--- config.mk ---
export PLATFORM = sky130hd
export DESIGN_NAME = cbs_cond_branch_status_load
export DESIGN_NICKNAME = d
export VERILOG_FILES = /design/src/design/cbs_pkg.sv /design/src/design/cbs_cond_eval.sv /design/src/design/cbs_cycle_counter.sv /design/src/design/cbs_cond_branch_status_load.sv
export SDC_FILE = /design/constraint.sdc
export NUM_CORES = 1
export LEC_CHECK = 0
export BUFFER_PORTS_ARGS = -buffer_cell sky130_fd_sc_hd__buf_2
export CORE_UTILIZATION = 54
export DETAILED_ROUTE_END_ITERATION = 8
export GPL_ROUTABILITY_DRIVEN = 0
export HOLD_SLACK_MARGIN = 0.06
export MAX_ROUTING_LAYER = met4
export PLACE_DENSITY = 0.8
export SLEW_MARGIN = 20
export SYNTH_ARGS = -nofsm -noshare
export SYNTH_HDL_FRONTEND = slang
export SYNTH_HIERARCHICAL = 1
export SYNTH_SLANG_ARGS = --single-unit
export TNS_END_PERCENT = 100
--- constraint.sdc ---
create_clock -name clk -period 3.4 [get_ports clk]
set_input_delay 0.68 -clock clk [delete_from_list [all_inputs] [get_ports clk]]
set_output_delay 0.68 -clock clk [all_outputs]
set_load 0.01 [all_outputs]
--- src/design/cbs_pkg.sv ---
package cbs_pkg;

  // ****************************************************************
  // Widths
  // ****************************************************************
  localparam int ADDR_W = 16;
  localparam int BYTE_W = 8;
  localparam int CNT_W  = 3;

  // ****************************************************************
  // Opcodes
  // ****************************************************************
  localparam logic [7:0] OP_BRANCH_NEGATIVE             = 8'h01;
  localparam logic [7:0] OP_BRANCH_ZERO                 = 8'h02;
  localparam logic [7:0] OP_BRANCH_CARRY_SET            = 8'h03;
  localparam logic [7:0] OP_BRANCH_POSITIVE             = 8'h04;
  localparam logic [7:0] OP_BRANCH_POSITIVE_OR_ZERO     = 8'h05;
  localparam logic [7:0] OP_BRANCH_NONZERO              = 8'h06;
  localparam logic [7:0] OP_BRANCH_CARRY_CLEAR          = 8'h07;
  localparam logic [7:0] OP_BRANCH_OVERFLOW             = 8'h08;
  localparam logic [7:0] OP_BRANCH_SIGNED_LESS          = 8'h09;
  localparam logic [7:0] OP_BRANCH_SIGNED_LESS_EQUAL    = 8'h0a;
  localparam logic [7:0] OP_BRANCH_UNSIGNED_HIGHER_SAME = 8'h0b;
  localparam logic [7:0] OP_BRANCH_NO_OVERFLOW          = 8'h0c;
  localparam logic [7:0] OP_BRANCH_SIGNED_GREATER_EQUAL = 8'h0d;
  localparam logic [7:0] OP_BRANCH_SIGNED_GREATER       = 8'h0e;
  localparam logic [7:0] OP_BRANCH_UNSIGNED_LOWER       = 8'h0f;
  localparam logic [7:0] OP_STATUS_IMMEDIATE_LOAD       = 8'hf0;
  localparam logic [7:0] OP_STACK_POINTER_LOAD          = 8'hfd;

  // ****************************************************************
  // Status register fields and reset values
  // ****************************************************************
  localparam int FLAG_CARRY    = 7;
  localparam int FLAG_NEGATIVE = 6;
  localparam int FLAG_ZERO     = 5;
  localparam int FLAG_OVERFLOW = 4;
  localparam int FLAG_IE_TWO   = 3;
  localparam int FLAG_IE_ONE   = 2;

  localparam logic [7:0]  STATUS_RESET = 8'h00;
  localparam logic [7:0]  SP_RESET     = 8'h00;
  localparam logic [15:0] PC_RESET     = 16'h0000;

  // ****************************************************************
  // Cycle counts per path
  // ****************************************************************
  localparam logic [CNT_W-1:0] CYC_JUMP_NOT_TAKEN = 3'h5;
  localparam logic [CNT_W-1:0] CYC_JUMP_TAKEN     = 3'h7;
  localparam logic [CNT_W-1:0] CYC_SP_LOAD        = 3'h7;
  localparam logic [CNT_W-1:0] CYC_STATUS_LOAD    = 3'h6;

  // ****************************************************************
  // Types
  // ****************************************************************
  typedef struct packed {
    logic [7:0]        opcode;
    logic [7:0]        operand;
    logic [ADDR_W-1:0] nextAddr;
  } cbs_req_t;

  typedef enum logic [1:0] {
    KIND_JUMP   = 2'b00,
    KIND_SP     = 2'b01,
    KIND_STATUS = 2'b10,
    KIND_NONE   = 2'b11
  } cbs_kind_t;

  typedef enum logic [0:0] {
    ST_IDLE = 1'b0,
    ST_EXEC = 1'b1
  } cbs_state_t;

endpackage

--- src/design/cbs_cond_eval.sv ---
`timescale 1ns/100ps
module cbs_cond_eval
  import cbs_pkg::*;
(
  // Decode inputs
  input  wire logic [7:0] opcode,
  input  wire logic [7:0] status,
  // Result
  output logic            isJump,
  output logic            condTrue
);

  logic c;
  logic n;
  logic z;
  logic v;

  assign c = status[FLAG_CARRY];
  assign n = status[FLAG_NEGATIVE];
  assign z = status[FLAG_ZERO];
  assign v = status[FLAG_OVERFLOW];

  always_comb begin
    isJump   = 1'b1;
    condTrue = 1'b0;
    case (opcode)
      OP_BRANCH_CARRY_SET:            condTrue = c;
      OP_BRANCH_CARRY_CLEAR:          condTrue = !c;
      OP_BRANCH_ZERO:                 condTrue = z;
      OP_BRANCH_NONZERO:              condTrue = !z;
      OP_BRANCH_UNSIGNED_LOWER:       condTrue = !c;
      OP_BRANCH_UNSIGNED_HIGHER_SAME: condTrue = c;
      OP_BRANCH_SIGNED_GREATER:       condTrue = !(z | (n ^ v));
      OP_BRANCH_SIGNED_LESS_EQUAL:    condTrue = z | (n ^ v);
      OP_BRANCH_SIGNED_GREATER_EQUAL: condTrue = !(n ^ v);
      OP_BRANCH_SIGNED_LESS:          condTrue = n ^ v;
      OP_BRANCH_NEGATIVE:             condTrue = n;
      OP_BRANCH_POSITIVE:             condTrue = !n && !z;
      OP_BRANCH_POSITIVE_OR_ZERO:     condTrue = !n;
      OP_BRANCH_NO_OVERFLOW:          condTrue = !v;
      OP_BRANCH_OVERFLOW:             condTrue = v;
      default:                        isJump   = 1'b0;
    endcase
  end

endmodule

--- src/design/cbs_cycle_counter.sv ---
`timescale 1ns/100ps
module cbs_cycle_counter #(
  parameter int W = 3
) (
  // Clock and reset
  input  wire logic         clk,
  input  wire logic         rst,
  // Control
  input  wire logic         load,
  input  wire logic [W-1:0] loadValue,
  // Status
  output logic              lastCycle
);

  logic [W-1:0] remain_r;

  // The count is loaded with the total less one, since the taking edge is the first cycle.
  always_ff @(posedge clk or posedge rst) begin
    if (rst) begin
      remain_r <= '0;
    end else if (load) begin
      remain_r <= W'(loadValue - W'(1));
    end else if (remain_r != '0) begin
      remain_r <= W'(remain_r - W'(1));
    end
  end

  assign lastCycle = (remain_r == W'(1));

endmodule

--- src/design/cbs_cond_branch_status_load.sv ---
// Notes on behaviour
// - Taken jump loads next address plus offset; else continues at next address.
// - The offset byte is sign-extended before the add.
// - Jumps are two bytes and take 5 cycles when not taken.
// - A taken jump takes 7 cycles.
// - 03 branches on carry set, 07 on carry clear.
// - 02 branches on zero set, 06 on zero clear.
// - 0F branches on carry clear, 0B on carry set.
// - 0E branches when Z or (N xor V) is 0, 0A when 1.
// - 0D branches when N xor V is 0, 09 when 1.
// - 01 on negative, 04 on N and Z clear, 05 on N clear.
// - 0C branches on overflow clear, 08 on overflow set.
// - FD copies second accumulator to stack pointer in 7 cycles, flags untouched.
// - F0 writes its immediate byte to status in 6 cycles.
// - Status load sets every flag and both enables straight from the byte.
// - Interrupt enable and disable are just status loads with chosen values.
`timescale 1ns/100ps
module cbs_cond_branch_status_load
  import cbs_pkg::*;
(
  // Clock and reset
  input  wire logic                      clk,
  input  wire logic                      rst,
  // Instruction request
  input  wire logic                      start,
  input  wire cbs_pkg::cbs_req_t         req,
  // Second accumulator and flag updates from other instructions
  input  wire logic [cbs_pkg::BYTE_W-1:0] accB,
  input  wire logic                      flagWrite,
  input  wire logic [cbs_pkg::BYTE_W-1:0] flagValue,
  // Architectural state
  output logic [cbs_pkg::ADDR_W-1:0]     pcR,
  output logic [cbs_pkg::BYTE_W-1:0]     spR,
  output logic [cbs_pkg::BYTE_W-1:0]     statusR,
  // Progress
  output logic                           busyR,
  output logic                           doneR,
  output logic                           takenR
);

  // ****************************************************************
  // Decode
  // ****************************************************************
  cbs_state_t         state_r;
  cbs_state_t         state_nxt;
  cbs_kind_t          kind_r;
  cbs_kind_t          reqKind;
  logic               isJump;
  logic               condTrue;
  logic               take;
  logic               lastCycle;
  logic [ADDR_W-1:0]  target;
  logic [ADDR_W-1:0]  pcHold_r;
  logic [BYTE_W-1:0]  dataHold_r;
  logic               cond_r;
  logic [CNT_W-1:0]   cycles;

  cbs_cond_eval u_cond (
    .opcode   (req.opcode),
    .status   (statusR),
    .isJump   (isJump),
    .condTrue (condTrue)
  );

  always_comb begin
    if (isJump) begin
      reqKind = KIND_JUMP;
    end else if (req.opcode == OP_STACK_POINTER_LOAD) begin
      reqKind = KIND_SP;
    end else if (req.opcode == OP_STATUS_IMMEDIATE_LOAD) begin
      reqKind = KIND_STATUS;
    end else begin
      reqKind = KIND_NONE;
    end
  end

  // Unknown opcodes belong to other units, so they are simply not taken here.
  assign take = start && (state_r == ST_IDLE) && (reqKind != KIND_NONE);

  assign target = req.nextAddr + {{(ADDR_W-BYTE_W){req.operand[7]}}, req.operand};

  always_comb begin
    case (reqKind)
      KIND_JUMP:   cycles = condTrue ? CYC_JUMP_TAKEN : CYC_JUMP_NOT_TAKEN;
      KIND_SP:     cycles = CYC_SP_LOAD;
      KIND_STATUS: cycles = CYC_STATUS_LOAD;
      default:     cycles = CYC_JUMP_NOT_TAKEN;
    endcase
  end

  cbs_cycle_counter #(.W(CNT_W)) u_count (
    .clk       (clk),
    .rst       (rst),
    .load      (take),
    .loadValue (cycles),
    .lastCycle (lastCycle)
  );

  // ****************************************************************
  // Sequencing
  // ****************************************************************
  always_comb begin
    case (state_r)
      ST_IDLE: state_nxt = take ? ST_EXEC : ST_IDLE;
      ST_EXEC: state_nxt = lastCycle ? ST_IDLE : ST_EXEC;
      default: state_nxt = ST_IDLE;
    endcase
  end

  always_ff @(posedge clk or posedge rst) begin
    if (rst) begin
      state_r <= ST_IDLE;
    end else begin
      state_r <= state_nxt;
    end
  end

  always_ff @(posedge clk or posedge rst) begin
    if (rst) begin
      busyR <= 1'b0;
      doneR <= 1'b0;
    end else begin
      busyR <= (state_nxt == ST_EXEC);
      doneR <= (state_r == ST_EXEC) && lastCycle;
    end
  end

  // The condition is frozen at the taking edge so later flag traffic cannot change the path.
  always_ff @(posedge clk or posedge rst) begin
    if (rst) begin
      kind_r     <= KIND_NONE;
      cond_r     <= 1'b0;
      pcHold_r   <= PC_RESET;
      dataHold_r <= '0;
    end else if (take) begin
      kind_r     <= reqKind;
      cond_r     <= condTrue;
      pcHold_r   <= condTrue ? target : req.nextAddr;
      dataHold_r <= (reqKind == KIND_SP) ? accB : req.operand;
    end
  end

  // ****************************************************************
  // Architectural updates
  // ****************************************************************
  always_ff @(posedge clk or posedge rst) begin
    if (rst) begin
      pcR    <= PC_RESET;
      takenR <= 1'b0;
    end else if ((state_r == ST_EXEC) && lastCycle) begin
      if (kind_r == KIND_JUMP) begin
        pcR    <= pcHold_r;
        takenR <= cond_r;
      end
    end
  end

  always_ff @(posedge clk or posedge rst) begin
    if (rst) begin
      spR <= SP_RESET;
    end else if ((state_r == ST_EXEC) && lastCycle && (kind_r == KIND_SP)) begin
      spR <= dataHold_r;
    end
  end

  // Outside flag writes are ignored while any instruction here is being taken or is executing.
  always_ff @(posedge clk or posedge rst) begin
    if (rst) begin
      statusR <= STATUS_RESET;
    end else if ((state_r == ST_EXEC) && lastCycle && (kind_r == KIND_STATUS)) begin
      statusR <= dataHold_r;
    end else if (flagWrite && (state_r == ST_IDLE) && !take) begin
      statusR <= flagValue;
    end
  end

  // ****************************************************************
  // Checks
  // ****************************************************************
  property p_taken_cycles;
    @(posedge clk) disable iff (rst)
    (take && isJump && condTrue) |-> ##1 (busyR && !doneR)[*6] ##1 doneR;
  endproperty
  a_taken_cycles: assert property (p_taken_cycles) else $error("taken jump not done in 7 cycles");

  property p_not_taken_cycles;
    @(posedge clk) disable iff (rst)
    (take && isJump && !condTrue) |-> ##1 (busyR && !doneR)[*4] ##1 doneR;
  endproperty
  a_not_taken_cycles: assert property (p_not_taken_cycles) else $error("fall-through not done in 5 cycles");

  property p_taken_pc;
    @(posedge clk) disable iff (rst)
    (take && isJump && condTrue) |-> ##7 (pcR == $past(target, 7)) && takenR;
  endproperty
  a_taken_pc: assert property (p_taken_pc) else $error("taken jump target wrong");

  property p_not_taken_pc;
    @(posedge clk) disable iff (rst)
    (take && isJump && !condTrue) |-> ##5 (pcR == $past(req.nextAddr, 5)) && !takenR;
  endproperty
  a_not_taken_pc: assert property (p_not_taken_pc) else $error("fall-through address wrong");

  property p_sp_load;
    @(posedge clk) disable iff (rst)
    (take && (reqKind == KIND_SP)) |-> ##7 doneR && (spR == $past(accB, 7));
  endproperty
  a_sp_load: assert property (p_sp_load) else $error("stack pointer load wrong");

  property p_sp_flags;
    @(posedge clk) disable iff (rst)
    (take && (reqKind == KIND_SP)) |-> ##7 (statusR == $past(statusR, 7));
  endproperty
  a_sp_flags: assert property (p_sp_flags) else $error("stack pointer load changed flags");

  property p_status_load;
    @(posedge clk) disable iff (rst)
    (take && (reqKind == KIND_STATUS)) |-> ##6 doneR && (statusR == $past(req.operand, 6));
  endproperty
  a_status_load: assert property (p_status_load) else $error("status load wrong");

  property p_jump_flags;
    @(posedge clk) disable iff (rst)
    (take && isJump) |-> ##5 (statusR == $past(statusR, 5));
  endproperty
  a_jump_flags: assert property (p_jump_flags) else $error("jump changed flags");

  property p_done_pulse;
    @(posedge clk) disable iff (rst)
    doneR |=> !doneR;
  endproperty
  a_done_pulse: assert property (p_done_pulse) else $error("done longer than one cycle");

  // pc, taken flag and sp may only move on the done edge of their own kind; status is checked only when the prior cycle was busy.
  property p_pc_source;
    @(posedge clk) disable iff (rst)
    !$stable(pcR) |-> doneR && (kind_r == KIND_JUMP);
  endproperty
  a_pc_source: assert property (p_pc_source) else $error("pc moved outside a jump");

  property p_taken_source;
    @(posedge clk) disable iff (rst)
    !$stable(takenR) |-> doneR && (kind_r == KIND_JUMP);
  endproperty
  a_taken_source: assert property (p_taken_source) else $error("taken flag moved outside a jump");

  property p_sp_source;
    @(posedge clk) disable iff (rst)
    !$stable(spR) |-> doneR && (kind_r == KIND_SP);
  endproperty
  a_sp_source: assert property (p_sp_source) else $error("stack pointer moved outside its load");

  property p_status_source;
    @(posedge clk) disable iff (rst)
    ($past(busyR) && !$stable(statusR)) |-> doneR && (kind_r == KIND_STATUS);
  endproperty
  a_status_source: assert property (p_status_source) else $error("status moved during a non-status op");

  property p_done_busy;
    @(posedge clk) disable iff (rst)
    doneR |-> !busyR;
  endproperty
  a_done_busy: assert property (p_done_busy) else $error("busy still high in done cycle");

  property p_refused;
    @(posedge clk) disable iff (rst)
    (start && !busyR && (reqKind == KIND_NONE)) |=> !busyR;
  endproperty
  a_refused: assert property (p_refused) else $error("foreign opcode was taken");

  property p_flag_write;
    @(posedge clk) disable iff (rst)
    (flagWrite && !busyR && !take) |=> (statusR == $past(flagValue));
  endproperty
  a_flag_write: assert property (p_flag_write) else $error("idle flag write lost");

  property p_flag_held;
    @(posedge clk) disable iff (rst)
    (flagWrite && (busyR || take) && !(busyR && lastCycle && (kind_r == KIND_STATUS))) |=> $stable(statusR);
  endproperty
  a_flag_held: assert property (p_flag_held) else $error("flag write landed while busy");

  property p_sp_pc;
    @(posedge clk) disable iff (rst)
    (take && (reqKind == KIND_SP)) |-> ##7 (pcR == $past(pcR, 7));
  endproperty
  a_sp_pc: assert property (p_sp_pc) else $error("stack pointer load moved pc");

  property p_status_pc;
    @(posedge clk) disable iff (rst)
    (take && (reqKind == KIND_STATUS)) |-> ##6 (pcR == $past(pcR, 6));
  endproperty
  a_status_pc: assert property (p_status_pc) else $error("status load moved pc");

  property p_jump_sp;
    @(posedge clk) disable iff (rst)
    (take && isJump) |-> ##5 (spR == $past(spR, 5));
  endproperty
  a_jump_sp: assert property (p_jump_sp) else $error("jump changed stack pointer");

  c_taken: cover property (@(posedge clk) disable iff (rst) take && isJump && condTrue);
  c_not_taken: cover property (@(posedge clk) disable iff (rst) take && isJump && !condTrue);
  c_sp: cover property (@(posedge clk) disable iff (rst) doneR && (kind_r == KIND_SP));
  c_status: cover property (@(posedge clk) disable iff (rst) doneR && (kind_r == KIND_STATUS));

endmodule

==> flow_summary.ini, run 1 <==
[finish]
insertedDiodeCount = 0
drive_gt1_share_pct = 31.8
layout.nets = 534
areaGrowthSynthToFinish_pct = 19.8

[yosys]
synth_area_um2 = 3810
yosys.area.top_type_share_pct = 41.4
ys_seq_elements = 65
netlist_instances = 369
synth.distinct_cells = 55
synth_area_per_cell_um2 = 10.3
seq_area_frac_synth_pct = 42.8
ys_top_cells_by_count = 63 x dfrtp_1, 33 x nand2_1, 32 x mux2i_1
async_flop_share_pct = 100
synth_top_cell_by_area = dfrtp_1
synth.area.top_cells = dfrtp_1 41%, mux2i_1 8.4%, mux2_2 7.4%
synth_edf_count = 0
yosys_warnings = 6
mappedNetlistNets = 443
yosysMostFrequentCell = dfrtp_1
ys.flop_type = dfrtp_1

[critical_path]
crit_required_ns = 3.59
r2r_setup_slack_ns = 0.60
critPathLaunchType = input pin
cp_max_fo = 16
worstSetupEndpointType = register
ff2ff_path_depth = 9
r2r-end = pcHold_r[15]
r2r-start = statusR[6]
arrival_ns = 3.09
critPathKind = in2reg

[global_routing]
grt_pass1_vias = 3057
grt_max_degree = 47
grt_use_total_pct = 24.8
grt_overflow = 0
grt_pass1_wl_um = 13800
antenna_found_initial = 0

[pwr]
p_total_mw = 2.98
power_leakage_nw = 2.29
ir_drop_mv = 0.451
power-per-cell-area_nw_per_um2 = 654

[sta]
setup_viol = 0
min_period_over_period_pct = 85.5
drv_slew = 0
setup-tns-final_ns = 0
tightest_slew_ns = 0.967
min_period_ns = 2.91
hold_viol = 0
fmax_mhz = 344
setup_slack_ns = 0.492
relSlewSlack_pct = 35.1
skew_ns = 0.0124
rsz0062_at_grt = no

[route]
drt_first_pass_iters = 4
viasPerCell = 5.61
ant_nets = 0
drt-total-wl_um = 8400
first_iter_violations = 125
drc_errors = 0
vias = 3149
wl_per_cell_um = 15.0

[min_path]
hold_path_class = in2async

[run_status]
status = finished clean

[floorplan]
dieArea_um2 = 7400
start_util_pct = 56.1
num_rows = 30
ios = 87
die_h_um = 86.0
dieWidth_um = 86.0
coreArea_um2 = 6790

[place]
place_ws_ns = 0.122
io_buffers = 86
hpwl_um = 6450

[clock_tree]
cts_made_buffers = 9
cts.clk_slew.worst_paths_ns = 0.08
tritoncts = done
max-clock-path-buffers = 2
cts.sinks = 65
postCtsSetupBuffers = 0
htree_levels = 3
clk_latency_ns = 0.35
cts_resized = 0
ctsRootBufferMaster = clkbuf_8
ctsHoldBuffers = 0

[job]
drv_cap = 0
## power breakdown
group | switching (mW) | total [mW] | leakage (nW) | internal (mW)
logic | 0.491 | 0.980 | 1.37 | 0.490
clock network | 0.321 | 0.666 | 0.100 | 0.344
registers | 0.228 | 1.34 | 0.823 | 1.11
## cell usage in the layout, fill, tap and decap left out, drive strengths merged, types with 7 or more instances in the layout
cell and instances:
mux2 25, o21ai 29, mux2i 32, nand2 33, xnor2 10, nand3b 7
nor2 21, a21oi 26, inv 16, a21o 7, ha 21, dfrtp 63
buf 93, clkbuf 9
## worst max path at each step
stage             from                  end  slack, ns  cells after the start
5_1_grt        req[26]           statusR[3]       0.09                     10
6_report       req[29]           statusR[2]       0.49                     10
3_3_place_gp   req[29]           statusR[1]       0.28                     10
2_1_floorplan  req[26]  u_count/remain_r[1]       0.54                     13
4_1_cts        req[29]           statusR[0]       0.49                     10
3_5_place_dp   req[29]           statusR[0]       0.12                     10
## sequential cells by signal, summed over array words and instances, names as in the netlist
signal,cells
cond_r,1
kind_r,2
pcHold_r,16
doneR,1
statusR,8
takenR,1
u_count/remain_r,3
dataHold_r,8
busyR,1
pcR,16
spR,8
## cell families after synthesis
logic type               after synthesis  synth area share, %
AO/OA/AOI/OAI                         90                 15.3
other                                  1               0.0984
buffers and inverters                 28                 2.96
flip-flops                            65                 42.8
AND/OR/NAND/NOR                       92                 12.4
multiplexers                          57                 15.8
XOR/XNOR                              14                 3.22
adder cells (fa/ha/maj)               22                 7.42
## layer usage
metal | routed length (um) | share of wire (%) | GRT usage (%) | up-vias
li1 | - | - | - | 1520
met2 | 4200 | 50 | 43.3 | 102
met4 | 167 | 2.0 | 7.88 | 0
met1 | 3660 | 44 | 29.1 | 1511
met3 | 372 | 4.4 | 4.14 | 16
met5 | 0 | 0 | - | -
## area by class of cell
class	count	area [um2]
fillers	532	2230
multi-input cells	276	2070
flip-flops and latches	65	1630
repair buffers	93	483
clock buffers	9	124
well taps	96	120
clock inverters	7	77.6
inverters	15	56.3
## per-stage QoR
step	instances	instance area, um2	util, %	hold slack, ns
finish	561	4560	67.2	0.207
global route	561	4560	67.2	0.207
CTS	561	4560	67.2	0.204
detailed placement	545	4360	64.2	0.465
global placement	545	4360	64.2	0.459
floorplan	369	3810	-	0.434
## critical path: stages
cell and delay (ns):
buf_2 0.10, or4_1 0.57, a21oi_1 0.30, nor2b_1 0.14
ha_1 0.22, nand3b_1 0.18, clkinv_1 0.24, o21ai_1 0.39
nor2_1 0.22, a21oi_1 0.05
(Power assumes the default switching activity.)
==> inputs of run 2 (changes only) <==
- ABC_AREA: not set -> 1
- CORE_UTILIZATION: 54 -> 45
- PLACE_DENSITY: 0.8 -> 0.68
==> flow_summary.ini, run 2 <==
[yosys]
ys_seq_elements = 65
synth.distinct_cells = 38
seq_area_frac_synth_pct = 38.6
netlist_instances = 571
async_flop_share_pct = 100
synth_edf_count = 0
synth.area.top_cells = dfrtp_1 37%, nand2_1 18%, inv_1 7.1%
yosys.area.top_type_share_pct = 37.3
ys_top_cells_by_count = 197 x nand2_1, 80 x inv_1, 63 x dfrtp_1
synth_top_cell_by_area = dfrtp_1
yosysMostFrequentCell = nand2_1
ys.flop_type = dfrtp_1
synth_area_per_cell_um2 = 7.40
yosys_warnings = 6
synth_area_um2 = 4220

[sta]
rsz0062_at_grt = no
setup-tns-final_ns = 0
hold_viol = 0
drv_slew = 0
fmax_mhz = 395
relSlewSlack_pct = 59.6
min_period_over_period_pct = 74.4
min_period_ns = 2.53
setup_viol = 0
tightest_slew_ns = 0.605
skew_ns = 0.0163

[place]
numPlacedInstances = 757
io_buffers = 86
hpwl_um = 7750

[pwr]
ir_drop_mv = 0.222
power_leakage_nw = 2.83
power-per-cell-area_nw_per_um2 = 614

[route]
drt_first_pass_iters = 4
first_iter_violations = 101
viasPerCell = 4.98
ant_nets = 0
vias = 3844
drt-total-wl_um = 9960
wl_per_cell_um = 12.9
drc_errors = 0

[finish]
layout.nets = 734
layout_common_cells = 197 x nand2_1, 86 x buf_2, 79 x inv_1
final_common_cell = nand2_1
n_fill_cell = 856
areaGrowthSynthToFinish_pct = 16.4
multiInputGateArea_um2 = 2200
drive_gt1_share_pct = 22.6
stdcell_count = 772
largest_registers = pcHold_r x16, pcR x16
insertedDiodeCount = 0
final-seq-area_um2 = 1630

[critical_path]
worstSetupEndpointType = register
cp_max_fo = 14
crit_required_ns = 3.63
crit_slowest_cell = a41oi_1
critical_path_depth = 12
slowest_delay_ns = 0.31
ff2ff_path_depth = 15
critPathLaunchType = input pin
path_delay_family = simple AND/OR/NAND/NOR gates
arrival_ns = 2.76
critPathKind = in2reg
path_cells = buf_2 > nor2_1 > nand2_2 > a41oi_1 > a21oi_1 > ha_1 > nor3_4 > inv_2 > nor2_1 > inv_1 > o21bai_1 > inv_1
path_buf_inv = 4

[floorplan]
ios = 87
dieWidth_um = 98.9
coreArea_um2 = 8890
die_h_um = 98.9
dieArea_um2 = 9780
start_util_pct = 47.5
num_rows = 34

[global_routing]
grt_max_degree = 30
antenna_found_initial = 0
grt_use_total_pct = 22.8
grt_overflow = 0
grt_pass1_vias = 3767
grt_pass1_wl_um = 17100

[min_path]
hold_path_class = in2async

[clock_tree]
htree_levels = 3
cts.sinks = 65
cts.clk_slew.worst_paths_ns = 0.07
cts_made_buffers = 9
ctsHoldBuffers = 0
ctsRootBufferMaster = clkbuf_8
postCtsSetupBuffers = 0
tritoncts = done
max-clock-path-buffers = 2
clk_latency_ns = 0.34
cts_resized = 0

[job]
drv_cap = 0

[run_status]
status = finished clean
## run 2: changes by cell type after synthesis, sizes merged, moves of 14 or more
| cell | change |
|---|---|
| inv | +71 |
| mux2i | -32 |
| nand2 | +166 |
| nand3 | +25 |
| nor2 | +30 |
| o21ai | -14 |
## run 2: layout make-up
cell class | instances | area share, %
clock buffer | 10 | 2.60
clock inverter | 5 | 0.687
inverter | 85 | 6.49
multi-input combinational | 408 | 44.8
sequential | 65 | 33.1
tap | 108 | 2.75
timing repair buffer | 91 | 9.52
## run 2: worst paths after layout
kind                       slack [ns]             endpoint         start
setup / recovery                 0.87          pcHold_r[5]       req[31]
hold / removal                   0.22  u_count/remain_r[0]           rst
setup reg to reg                 1.26         pcHold_r[13]    statusR[4]
hold reg to reg                  0.48         pcHold_r[15]  pcHold_r[15]
max in group asynchronous        2.28          pcHold_r[4]           rst
min in group clk                 0.48         pcHold_r[15]  pcHold_r[15]
## run 2: cell families (layout without fill, tap and decap cells)
kind of cell | Yosys count | in the layout | share of synthesized area, %
AND/OR/NAND/NOR | 302 | 302 | 30.1
buffers and inverters | 99 | 191 | 9.33
flip-flops | 65 | 65 | 38.6
AO/OA/AOI/OAI | 50 | 50 | 7.08
multiplexers | 25 | 25 | 6.66
adder cells (fa/ha/maj) | 22 | 22 | 6.69
XOR/XNOR | 7 | 7 | 1.45
other | 1 | 2 | 0.0888
## run 2: through the flow
stage	worst slack, ns	hold WS [ns]	util [%]	power (mW)	area, um2
after floorplan	0.802	0.434	-	2.09	4230
after global placement	0.573	0.467	53.5	2.44	4760
after detailed placement	0.519	0.468	53.5	2.48	4760
after CTS	0.877	0.216	55.3	3.05	4920
after global routing	0.637	0.224	55.3	3.27	4920
final	0.870	0.221	55.3	3.02	4920
## run 2: worst reg2reg max path, stage by stage, from the launching register on
cell and delay [ns]:
dfrtp_1 0.42, inv_1 0.09, nand2_1 0.07, nand2_1 0.11
nor2_1 0.05, nand3b_1 0.08, nand2_1 0.06, nor2_1 0.09
nand2_1 0.08, buf_4 0.21, inv_1 0.19, nor2_1 0.07
inv_1 0.30, nand2_1 0.09, nand2_1 0.08, nand2_1 0.04
## run 2: metal layers
layer  track usage (%)  up-vias  routed length, um
li1                  -     1990                  -
met1              28.0     1746               4610
met2              38.9       91               4810
met3              2.91       17                379
met4              7.58        0                150
met5                 -        -                  0
## run 2: report_power, final
group	total (mW)	switching (mW)	internal, mW	leakage [nW]
Clock	0.563	0.304	0.259	0.0781
Combinational	1.11	0.636	0.473	1.93
Sequential	1.35	0.227	1.12	0.816
Total	3.02	1.17	1.85	2.83
